==> src/verilog/plc_defines.svh <==
`ifndef PLC_DEFINES_SVH
`define PLC_DEFINES_SVH

// ----------------------------------------
// Register map
// ----------------------------------------
`define PLC_ADDR_MODE 10'h010
`define PLC_ADDR_RISE 10'h011
`define PLC_ADDR_LOW 10'h012
`define PLC_ADDR_HIGH 10'h013
`define PLC_ADDR_TIME 10'h014
`define PLC_ADDR_CTRL 10'h015
`define PLC_ADDR_LIMIT 10'h016

// ----------------------------------------
// Reset values
// ----------------------------------------
`define PLC_RST_MODE 1'h0
`define PLC_RST_RISE 8'h1E
`define PLC_RST_LOW 6'h1E
`define PLC_RST_HIGH 10'h0C8
`define PLC_RST_TIME 12'h12C
`define PLC_RST_CTRL 16'h0505
`define PLC_RST_LIMIT 16'h9BA3

// ----------------------------------------
// Field positions and limits
// ----------------------------------------
`define PLC_DECR_MSB 15
`define PLC_DECR_LSB 8
`define PLC_OV_MSB 7
`define PLC_OV_LSB 6
`define PLC_STEP_MSB 5
`define PLC_STEP_LSB 4
`define PLC_SEC_MSB 3
`define PLC_SEC_LSB 0
`define PLC_RISE_MIN 8'h01
`define PLC_RISE_MAX 8'hFE
`define PLC_ADC_FULL 8'hFF
`define PLC_LIMIT_SHIFT 7

// ----------------------------------------
// Timing
// ----------------------------------------
`define PLC_CLK_MHZ 100
`define PLC_UNIT_US 10
`define PLC_TICK_CYC (`PLC_UNIT_US * `PLC_CLK_MHZ)
`define PLC_SEC_US 1000000
`define PLC_SEC_TICKS (`PLC_SEC_US / `PLC_UNIT_US)

`endif

==> src/verilog/plc_pkg.sv <==
package plc_pkg;
	typedef enum {PLC_ARMED, PLC_PULSE, PLC_SPENT} plc_state_t;
	typedef logic [9:0] plc_addr_t;
	typedef logic [15:0] plc_word_t;
endpackage

==> src/verilog/plc_pulse_timer.sv <==
`timescale 1ns/100ps
`default_nettype none
`include "plc_defines.svh"

module plc_pulse_timer #(
	parameter int TW = 12,
	parameter int TICK_CYC = `PLC_TICK_CYC
) (
	// Clock and reset
	input wire logic core_clk,
	input wire logic reset_n,
	// Control
	input wire logic start,
	input wire logic [TW-1:0] units,
	// Status
	output logic busy
);
	logic [TW-1:0] remain;
	logic [TW-1:0] held;
	logic [31:0] cyc_cnt;
	logic [31:0] unit_cnt;
	logic unit_end;

	// Unit phase restarts at each start, so no pulse is cut short
	assign unit_end = (unit_cnt == 32'(TICK_CYC - 1));

	always_ff @(posedge core_clk or negedge reset_n) begin
		if (!reset_n) begin
			busy <= 1'b0;
			remain <= '0;
			held <= '0;
			unit_cnt <= '0;
		end else if (start) begin
			busy <= 1'b1;
			remain <= units;
			held <= units;
			unit_cnt <= '0;
		end else if (busy) begin
			unit_cnt <= unit_end ? '0 : unit_cnt + 32'h1;
			if (unit_end) begin
				remain <= remain - 1'b1;
				if (remain == {{(TW-1){1'b0}}, 1'b1}) begin
					busy <= 1'b0;
				end
			end
		end
	end

	// Helper: cycles spent busy
	always_ff @(posedge core_clk or negedge reset_n) begin
		if (!reset_n) begin
			cyc_cnt <= '0;
		end else if (start) begin
			cyc_cnt <= '0;
		end else if (busy) begin
			cyc_cnt <= cyc_cnt + 32'h1;
		end
	end
endmodule
`default_nettype wire

==> src/verilog/plc_top.sv <==
`timescale 1ns/100ps
`default_nettype none
`include "plc_defines.svh"

module plc_top import plc_pkg::*; #(
	parameter int TICK_CYC = `PLC_TICK_CYC,
	parameter int SEC_TICKS = `PLC_SEC_TICKS,
	parameter int ACC_W = 24
) (
	// Clock and reset
	input wire logic core_clk,
	input wire logic reset_n,
	// Register port
	input wire logic reg_wr,
	input wire logic reg_rd,
	input wire plc_addr_t reg_addr,
	input wire plc_word_t reg_wdata,
	output plc_word_t reg_rdata,
	// Converter samples
	input wire logic adc_valid,
	input wire logic [7:0] adc_sample,
	// Current sink
	output logic [10:0] load_sink_pin,
	output logic pulse_active,
	output logic cool_active
);
	// ----------------------------------------
	// Field clamps and sample scaling
	// ----------------------------------------
	function automatic logic [7:0] clamp_rise(input logic [7:0] v);
		if (v == 8'h00) begin
			return `PLC_RISE_MIN;
		end else if (v == `PLC_ADC_FULL) begin
			return `PLC_RISE_MAX;
		end
		return v;
	endfunction

	function automatic logic [11:0] clamp_nonzero(input logic [11:0] v);
		return (v == 12'h000) ? 12'h001 : v;
	endfunction

	function automatic logic [11:0] scale_adc(input logic [7:0] a, input logic [1:0] ov);
		if (a != `PLC_ADC_FULL) begin
			return {4'h0, a};
		end
		unique case (ov)
			2'h0: return {4'h0, a};
			2'h1: return {2'h0, a, 2'h0};
			2'h2: return {1'h0, a, 3'h0};
			2'h3: return {a, 4'h0};
		endcase
	endfunction

	// ----------------------------------------
	// Registers
	// ----------------------------------------
	logic load_idle_select;
	logic [7:0] rising_threshold;
	logic [5:0] load_low_current_code;
	logic [9:0] load_high_current_code;
	logic [11:0] load_high_pulse_time;
	logic [7:0] cool_decrement;
	logic [1:0] overvoltage_factor;
	logic [1:0] cool_step_interval;
	logic [3:0] cool_period_seconds;
	logic [15:0] energy_limit;
	logic [7:0] adc_last;
	plc_word_t next_rdata;

	always_ff @(posedge core_clk or negedge reset_n) begin
		if (!reset_n) begin
			load_idle_select <= `PLC_RST_MODE;
			rising_threshold <= `PLC_RST_RISE;
			load_low_current_code <= `PLC_RST_LOW;
			load_high_current_code <= `PLC_RST_HIGH;
			load_high_pulse_time <= `PLC_RST_TIME;
			cool_decrement <= 8'(`PLC_RST_CTRL >> `PLC_DECR_LSB);
			overvoltage_factor <= 2'(`PLC_RST_CTRL >> `PLC_OV_LSB);
			cool_step_interval <= 2'(`PLC_RST_CTRL >> `PLC_STEP_LSB);
			cool_period_seconds <= 4'(`PLC_RST_CTRL);
			energy_limit <= `PLC_RST_LIMIT;
		end else if (reg_wr) begin
			unique case (reg_addr)
				`PLC_ADDR_MODE: load_idle_select <= reg_wdata[0];
				`PLC_ADDR_RISE: rising_threshold <= clamp_rise(reg_wdata[7:0]);
				`PLC_ADDR_LOW: load_low_current_code <= 6'(clamp_nonzero({6'h00, reg_wdata[5:0]}));
				`PLC_ADDR_HIGH: load_high_current_code <= reg_wdata[9:0];
				`PLC_ADDR_TIME: load_high_pulse_time <= clamp_nonzero(reg_wdata[11:0]);
				`PLC_ADDR_CTRL: begin
					cool_decrement <= reg_wdata[`PLC_DECR_MSB:`PLC_DECR_LSB];
					overvoltage_factor <= reg_wdata[`PLC_OV_MSB:`PLC_OV_LSB];
					cool_step_interval <= reg_wdata[`PLC_STEP_MSB:`PLC_STEP_LSB];
					cool_period_seconds <= reg_wdata[`PLC_SEC_MSB:`PLC_SEC_LSB];
				end
				`PLC_ADDR_LIMIT: energy_limit <= reg_wdata;
				default: ;
			endcase
		end
	end

	always_comb begin
		next_rdata = 16'h0000;
		unique case (reg_addr)
			`PLC_ADDR_MODE: next_rdata = {15'h0000, load_idle_select};
			`PLC_ADDR_RISE: next_rdata = {8'h00, rising_threshold};
			`PLC_ADDR_LOW: next_rdata = {10'h000, load_low_current_code};
			`PLC_ADDR_HIGH: next_rdata = {6'h00, load_high_current_code};
			`PLC_ADDR_TIME: next_rdata = {4'h0, load_high_pulse_time};
			`PLC_ADDR_CTRL: begin
				next_rdata = {cool_decrement, overvoltage_factor, cool_step_interval,
					cool_period_seconds};
			end
			`PLC_ADDR_LIMIT: next_rdata = energy_limit;
			default: next_rdata = 16'h0000;
		endcase
	end

	// Read data held until the next read
	always_ff @(posedge core_clk or negedge reset_n) begin
		if (!reset_n) begin
			reg_rdata <= 16'h0000;
		end else if (reg_rd) begin
			reg_rdata <= next_rdata;
		end
	end

	always_ff @(posedge core_clk or negedge reset_n) begin
		if (!reset_n) begin
			adc_last <= 8'h00;
		end else if (adc_valid) begin
			adc_last <= adc_sample;
		end
	end

	// ----------------------------------------
	// Time base
	// ----------------------------------------
	logic [15:0] tick_cnt;
	logic tick;
	logic [2:0] step_cnt;
	logic step_tick;

	assign tick = (tick_cnt == 16'(TICK_CYC - 1));
	assign step_tick = tick && (step_cnt == 3'((1 << cool_step_interval) - 1));

	always_ff @(posedge core_clk or negedge reset_n) begin
		if (!reset_n) begin
			tick_cnt <= 16'h0000;
			step_cnt <= 3'h0;
		end else begin
			tick_cnt <= tick ? 16'h0000 : tick_cnt + 16'h0001;
			if (step_tick) begin
				step_cnt <= 3'h0;
			end else if (tick) begin
				step_cnt <= step_cnt + 3'h1;
			end
		end
	end

	// ----------------------------------------
	// Load state machine
	// ----------------------------------------
	plc_state_t state;
	logic cooling;
	logic timer_busy;
	logic pulse_arm;
	logic pulse_on;
	logic adc_live;
	logic [10:0] next_sink;

	assign adc_live = (adc_last != 8'h00);
	assign pulse_arm = !load_idle_select && state == PLC_ARMED && adc_last > rising_threshold
		&& !cooling;
	assign pulse_on = !cooling && ((state == PLC_PULSE && timer_busy) || (load_idle_select && adc_live));

	always_ff @(posedge core_clk or negedge reset_n) begin
		if (!reset_n) begin
			state <= PLC_ARMED;
		end else if (load_idle_select) begin
			state <= PLC_ARMED;
		end else begin
			unique case (state)
				PLC_ARMED: if (pulse_arm) begin
					state <= PLC_PULSE;
				end
				// pulse ends on timer or cool-down
				PLC_PULSE: if (!timer_busy || cooling) begin
					state <= PLC_SPENT;
				end
				// Re-arm after the sample falls back, or whenever load_idle_select is set
				PLC_SPENT: if (adc_last <= rising_threshold) begin
					state <= PLC_ARMED;
				end
			endcase
		end
	end

	plc_pulse_timer #(
		.TW(12),
		.TICK_CYC(TICK_CYC)
	) u_timer (
		.core_clk(core_clk),
		.reset_n(reset_n),
		.start(pulse_arm),
		.units(load_high_pulse_time),
		.busy(timer_busy)
	);

	always_comb begin
		if (!adc_live) begin
			next_sink = 11'h000;
		end else if (pulse_on) begin
			next_sink = {load_high_current_code, 1'b0};
		end else begin
			next_sink = {5'h00, load_low_current_code};
		end
	end

	always_ff @(posedge core_clk or negedge reset_n) begin
		if (!reset_n) begin
			load_sink_pin <= 11'h000;
			pulse_active <= 1'b0;
		end else begin
			load_sink_pin <= next_sink;
			pulse_active <= pulse_on;
		end
	end

	// ----------------------------------------
	// Energy meter
	// ----------------------------------------
	logic [ACC_W-1:0] acc;
	logic [ACC_W-1:0] limit_scaled;
	logic [ACC_W:0] acc_sum;
	logic [11:0] scaled;
	logic [31:0] sec_cnt;
	logic [3:0] cool_secs;

	assign scaled = scale_adc(adc_last, overvoltage_factor);
	assign acc_sum = {1'b0, acc} + (ACC_W + 1)'(scaled);
	assign limit_scaled = ACC_W'({energy_limit, 7'h00});

	always_ff @(posedge core_clk or negedge reset_n) begin
		if (!reset_n) begin
			acc <= '0;
		end else if (tick && pulse_on) begin
			acc <= acc_sum[ACC_W] ? '1 : acc_sum[ACC_W-1:0];
		end else if (step_tick && !pulse_on) begin
			acc <= (acc > ACC_W'(cool_decrement)) ? acc - ACC_W'(cool_decrement) : '0;
		end
	end

	// enter over limit, leave after period
	always_ff @(posedge core_clk or negedge reset_n) begin
		if (!reset_n) begin
			cooling <= 1'b0;
			sec_cnt <= '0;
			cool_secs <= 4'h0;
		end else if (cool_period_seconds == 4'h0) begin
			cooling <= 1'b0;
		end else if (!cooling) begin
			sec_cnt <= '0;
			cool_secs <= 4'h0;
			cooling <= (acc > limit_scaled);
		end else if (tick) begin
			if (sec_cnt == 32'(SEC_TICKS - 1)) begin
				sec_cnt <= '0;
				cool_secs <= cool_secs + 4'h1;
				if (cool_secs + 4'h1 >= cool_period_seconds) begin
					cooling <= 1'b0;
				end
			end else begin
				sec_cnt <= sec_cnt + 32'h1;
			end
		end
	end

	assign cool_active = cooling;
endmodule
`default_nettype wire

==> config.mk <==
export PLATFORM = sky130hd
export DESIGN_NAME = plc_top
export DESIGN_NICKNAME = d
export VERILOG_FILES = /design/src/verilog/plc_pkg.sv /design/src/verilog/plc_pulse_timer.sv /design/src/verilog/plc_top.sv
export VERILOG_INCLUDE_DIRS = /design/src /design/src/verilog
export SDC_FILE = /design/constraint.sdc
export NUM_CORES = 1
export LEC_CHECK = 0
export BUFFER_PORTS_ARGS = -buffer_cell sky130_fd_sc_hd__buf_4
export CORE_MARGIN = 2
export CORE_UTILIZATION = 55
export CTS_CLUSTER_SIZE = 16
export DETAILED_ROUTE_END_ITERATION = 8
export PLACE_DENSITY = 0.73
export SYNTH_ARGS = -nofsm -noshare
export SYNTH_HDL_FRONTEND = slang
export SYNTH_HIERARCHICAL = 1
export SYNTH_SLANG_ARGS = --single-unit
==> constraint.sdc <==
create_clock -name core_clk -period 8.2 [get_ports core_clk]
set_clock_uncertainty 0.1 [all_clocks]
set_input_delay 1.23 -clock core_clk [delete_from_list [all_inputs] [get_ports core_clk]]
set_output_delay 1.23 -clock core_clk [all_outputs]
set_load 0.02 [all_outputs]
## Word level (Yosys, flattened, before mapping)

Index checks and enable logic that the tools add are counted.

- Bits in registers: 262
- Bits of input ports: 39
- Output and inout port bits: 29

- Add/subtract/negate cells: 9
- Magnitude comparators: 5
- Eq/ne operators: 25
- Shift-type cells: 1
- Mux-type cells: 49
- Bitwise logic cells: 1
- Reductions and logical operators: 38

Operator list:

| operator | number |
|---|---|
| $mux W32 | 10 |
| $pmux W16 S7 | 1 |
| $mux W24 | 4 |
| $pmux W32 S3 | 1 |
| $mux W12 | 6 |
| $eq A10 B5 Y1 const B | 7 |
| $add A32 B1 Y32 const B | 2 |
| $eq A32 B2 Y1 const B | 2 |
| $logic_not A32 Y1 | 2 |
| $pmux W12 S4 | 1 |
| $eq A32 B1 Y1 const B | 1 |
| $eq A32 B10 Y1 const B | 1 |
| $eq A32 B17 Y1 const B | 1 |
| $add A24 B12 Y25 | 1 |
| $gt A24 B23 Y1 | 1 |
| $gt A24 B8 Y1 | 1 |
| $mux W8 | 3 |
| $sub A24 B8 Y24 | 1 |
| $mux W11 | 2 |
| $reduce_and A2 Y1 | 9 |
| $add A16 B1 Y16 const B | 1 |
| $eq A16 B10 Y1 const B | 1 |
| $mux W16 | 1 |
| $mux W1 | 14 |
| other kinds (32) | 54 |

## Longest topological paths before layout

- Depth in word-level cells: 8
- Gate-level depth with buffers: 14
- Depth with buffers taken out: 14

## By module

The synthesis kept the hierarchy.

Modules (own cells, without submodules):

| module | times used | cells each | area an instance (µm²) |
|---|---|---|---|
| plc_top | 1 | 1118 | 10829.1 |
| plc_pulse_timer | 1 | 301 | 2701.3 |

## Worst setup path after synthesis

No wires, ideal clock.

- Path kind: register -> register
- Start: register rising_threshold[3]
- End: register u_timer.unit_cnt[27]
- Setup time: 0.077 ns
- Arrival time: 3.013 ns
- Required time: 8.023 ns
- Setup slack: 5.010 ns
- Stages on the path, launching flop included: 13
- Period minus slack after synthesis: 3.190 ns
- Cells stage by stage: dfstp_2 > inv_1 > ha_1 > nand4_1 > nor2_1 > or3_1 > o32a_1 > nor3b_1 > buf_6 > o2111a_1 > nand4_1 > or4_1 > a21oi_1

- Cells in the longest elaborated chain, start to end: 4

RTL lines:

| item | line | text |
|---|---|---|
| from (decl) | plc_top.sv:59 | `logic [7:0] rising_threshold;` |
| from (signal assigned) | plc_top.sv:74 | `` rising_threshold <= `PLC_RST_RISE; `` |
| from (signal assigned) | plc_top.sv:86 | `` `PLC_ADDR_RISE: rising_threshold <= clamp_rise(reg_wdata[7:0]); `` |
| $gt A8 B8 Y1 * | plc_top.sv:173 | `assign pulse_arm = !load_idle_select && state == PLC_ARMED && adc_last > rising_threshold` |
| $logic_and A1 B1 Y1 * | plc_top.sv:173 |  |
| $logic_and A1 B1 Y1 * | plc_top.sv:174 | `&& !cooling;` |
| named net pulse_arm | plc_top.sv:167 | `logic pulse_arm;` |
| $mux W32 or $reduce_bool A2 Y1 (tied branches) | n/a |  |
| to (signal assigned) | plc_pulse_timer.sv:39 | `unit_cnt <= unit_end ? '0 : unit_cnt + 32'h1;` |
| to (decl) | plc_pulse_timer.sv:21 | `logic [31:0] unit_cnt;` |

Mark *: on every way through the listed nets, which the timed path passes. The rest lies on a longest branch.
A chain may end at the register's enable or synchronous reset.

## Final worst setup path

- Start: register rising_threshold[1]
- End: register u_timer.unit_cnt[27]

The elaborated chain is that of the path after synthesis.

==> results_dict.tcl <==
set metrics [dict create \
    core-area_mm2 0.0242 \
    slew_violations 0 \
    clk_latency_ns 0.55 \
    worstSetupEndpointType "flop" \
    powerDensity_mw_per_mm2 194 \
    min_period_ns 4.00 \
    vias_per_cell 6.33 \
    synth.cell_area_mm2 0.0135 \
    grt_util_all_layers_pct 27.7 \
    postCtsSetupBuffers 0 \
    synthArstFlopShare_pct 100 \
    stdcell_count 1810 \
    hp-start "tick_cnt[0]" \
    slowest_delay_ns 0.68 \
    worst-endpoint-arrival_ns 4.37 \
    syn2layout_area_growth_pct 12.2 \
    grt_pass1_wl_um 58300 \
    globalplace.congestion 0.931 \
    clock.fmax_mhz 250 \
    start_kind "flop" \
    dieArea_mm2 0.0259 \
    io_buffers 67 \
    wl_per_cell_um 19.6 \
    drt_iter0_drc 1101 \
    setup_viol 0 \
    yosys.cell_count.top_type "dfrtp_1" \
    dpl.hpwl_um 25400 \
    maxCapViolations 0 \
    crit_buf_inv 2 \
    grt_antenna_before_repair 3 \
    crit_family "simple AND/OR/NAND/NOR gates" \
    drc_errors 0 \
    drt_first_pass_iters 6 \
    synth_top_area_share_pct 37.7 \
    synth_cells 1419 \
    path_max_fanout 20 \
    synth_top_area_cell "dfrtp_1" \
    overflow 0 \
    synth_seq_cells 232 \
    yosysWarnings 6 \
    dieHeight_um 161 \
    required_ns 8.57 \
    grt_max_degree 99 \
    crit_slowest_cell "or4_1" \
    totalWireLength_um 35500 \
    synth_edf_count 0 \
    cts_resized 0 \
    cts_buffers 27 \
    synth.distinct_cells 83 \
    rr_startpoint "rising_threshold[1]" \
    htreeDepth 1 \
    rsz0062_at_grt "no" \
    synthTopCellsByCount "204 x dfrtp_1, 102 x nand2_1, 86 x a21oi_1, 86 x nor2_1, 79 x o21ai_0" \
    hold_path_class "reg2reg" \
    cts_hold_buf 0 \
    multi_input_area_mm2 0.00714 \
    startpoint "rising_threshold[1]" \
    die_w_um 161 \
    status "completed" \
    fin_crit_sh_pct 48.7 \
    vias 11500 \
    path_class "reg2reg" \
    cts_tree "yes" \
    critPathMostFrequentCell "nand4_1" \
    slew_headroom_pct 22.9 \
    clk_pin_slew_worst_paths_ns 0.06 \
    ir_drop_mv 0.177 \
    utilization_pct 62.6 \
    finalSetupTns_ns 0 \
    placed_cells 1757 \
    power_leakage_nw 6.61 \
    drive_above_1_share_pct 16.3 \
    synth_area_leaders "dfrtp_1 38%, mux2_2 6.2%, dfstp_2 5.4%" \
    nFillCells 2050 \
    cts.sinks 232 \
    syn-num-nets 1518 \
    ys.flop_type "dfrtp_1" \
    synth.yosys.seq_area_share_pct 43.2 \
    synth_area_per_cell_um2 9.54 \
    report.final.hold_viol_count 0 \
    nNetsFinal 1561 \
    path_cells "inv_1 > ha_1 > nand4_1 > nor2_1 > or3_1 > o32a_1 > nor3b_2 > buf_4 > o2111a_1 > nand4_1 > or4_1 > a21oi_1" \
    initial_core_util_pct 55.8 \
    tightest_slew_ns 1.16 \
    clock-root-buffer "clkbuf_16" \
    grt_pass1_vias 10900 \
    ant_nets 0 \
    clockBufferDepth 3 \
    io_pins 68 \
    num_rows 57 \
    regArea_mm2 0.00584 \
]
-- cell families (layout without fill, tap and decap cells) --
| group | Yosys count | after routing | share of synthesized area [%] |
|---|---|---|---|
| AOI/OAI and AO/OA | 346 | 346 | 16.6 |
| and+or+nand+nor | 509 | 509 | 20.3 |
| xor gates and xnor gates | 58 | 58 | 3.75 |
| other | 0 | 3 | 0 |
| DFF | 232 | 232 | 43.2 |
| adders and majority gates | 60 | 60 | 5.66 |
| muxes | 78 | 78 | 6.45 |
| buffers and inverters | 136 | 200 | 4.07 |
-- cells in the final DEF (no fill, tap or decap), drive strengths merged, types with 58 or more instances in the layout --
cell	instances
inv	73
nand3	58
buf	76
ha	58
o21ai	81
dfrtp	204
nand2	102
mux2	74
a21oi	86
nor2	86
-- metrics by stage --
step	cell area (µm²)	hold slack, ns	setup WS (ns)	power, mW
CTS	15200	0.367	4.20	2.96
floorplan	13500	0.333	5.01	1.56
global route	15200	0.391	3.95	3.07
finish	15200	0.364	4.20	2.94
global placement	14200	0.354	3.89	1.70
detailed placement	14200	0.359	3.81	1.71
-- layout make-up --
type,instances,share of cell area [%]
Clock buffer,40,5.17
Timing Repair Buffer,76,3.81
Multi-Input combinational cell,1051,47.1
Inverter,74,1.83
Antenna cell,3,0.0494
Clock inverter,10,0.956
Tap cell,324,2.67
Sequential cell,232,38.5
-- state kept, by name, summed over array words and instances, names as in the netlist, 3 cells and up --
register,flops
u_timer/remain,12
u_timer/unit_cnt,32
acc,24
cool_decrement,8
tick_cnt,16
load_sink_pin,11
load_high_current_code,10
load_low_current_code,6
rising_threshold,8
cool_secs,4
step_cnt,3
load_high_pulse_time,12
cool_period_seconds,4
reg_rdata,16
energy_limit,16
adc_last,8
sec_cnt,32
-- power by group --
group	internal, mW	leakage (nW)	switching, mW
registers	1.20	3.05	0.0649
clock network	0.759	0.452	0.488
logic	0.161	3.10	0.267
-- final timing paths --
path | endpoint | slack [ns] | cells after the start
setup reg to reg | u_timer/unit_cnt[27] | 4.20 | 12
hold reg to reg | tick_cnt[0] | 0.36 | 1
max in group asynchronous | sec_cnt[26] | 6.00 | 2
min in group asynchronous | tick_cnt[12] | 0.60 | 1
setup / recovery | u_timer/unit_cnt[27] | 4.20 | 12
hold / removal | tick_cnt[0] | 0.36 | 1
-- worst register-to-register path: stages (launching register included) --
cell      delay, ns
dfstp_2        0.56
inv_1          0.06
ha_1           0.30
nand4_1        0.12
nor2_1         0.07
or3_1          0.30
o32a_1         0.20
nor3b_2        0.16
buf_4          0.28
o2111a_1       0.38
nand4_1        0.55
or4_1          0.68
a21oi_1        0.16
-- per-layer routing --
metal  vias to the layer above  routed length, µm  track usage, %
met1                      5646              16100            40.5
met5                         -                  0               0
met4                         0                975            7.91
li1                       5363                  -               -
met2                       382              16200            42.9
met3                        69               2190            4.39
(Power assumes the default switching activity.)
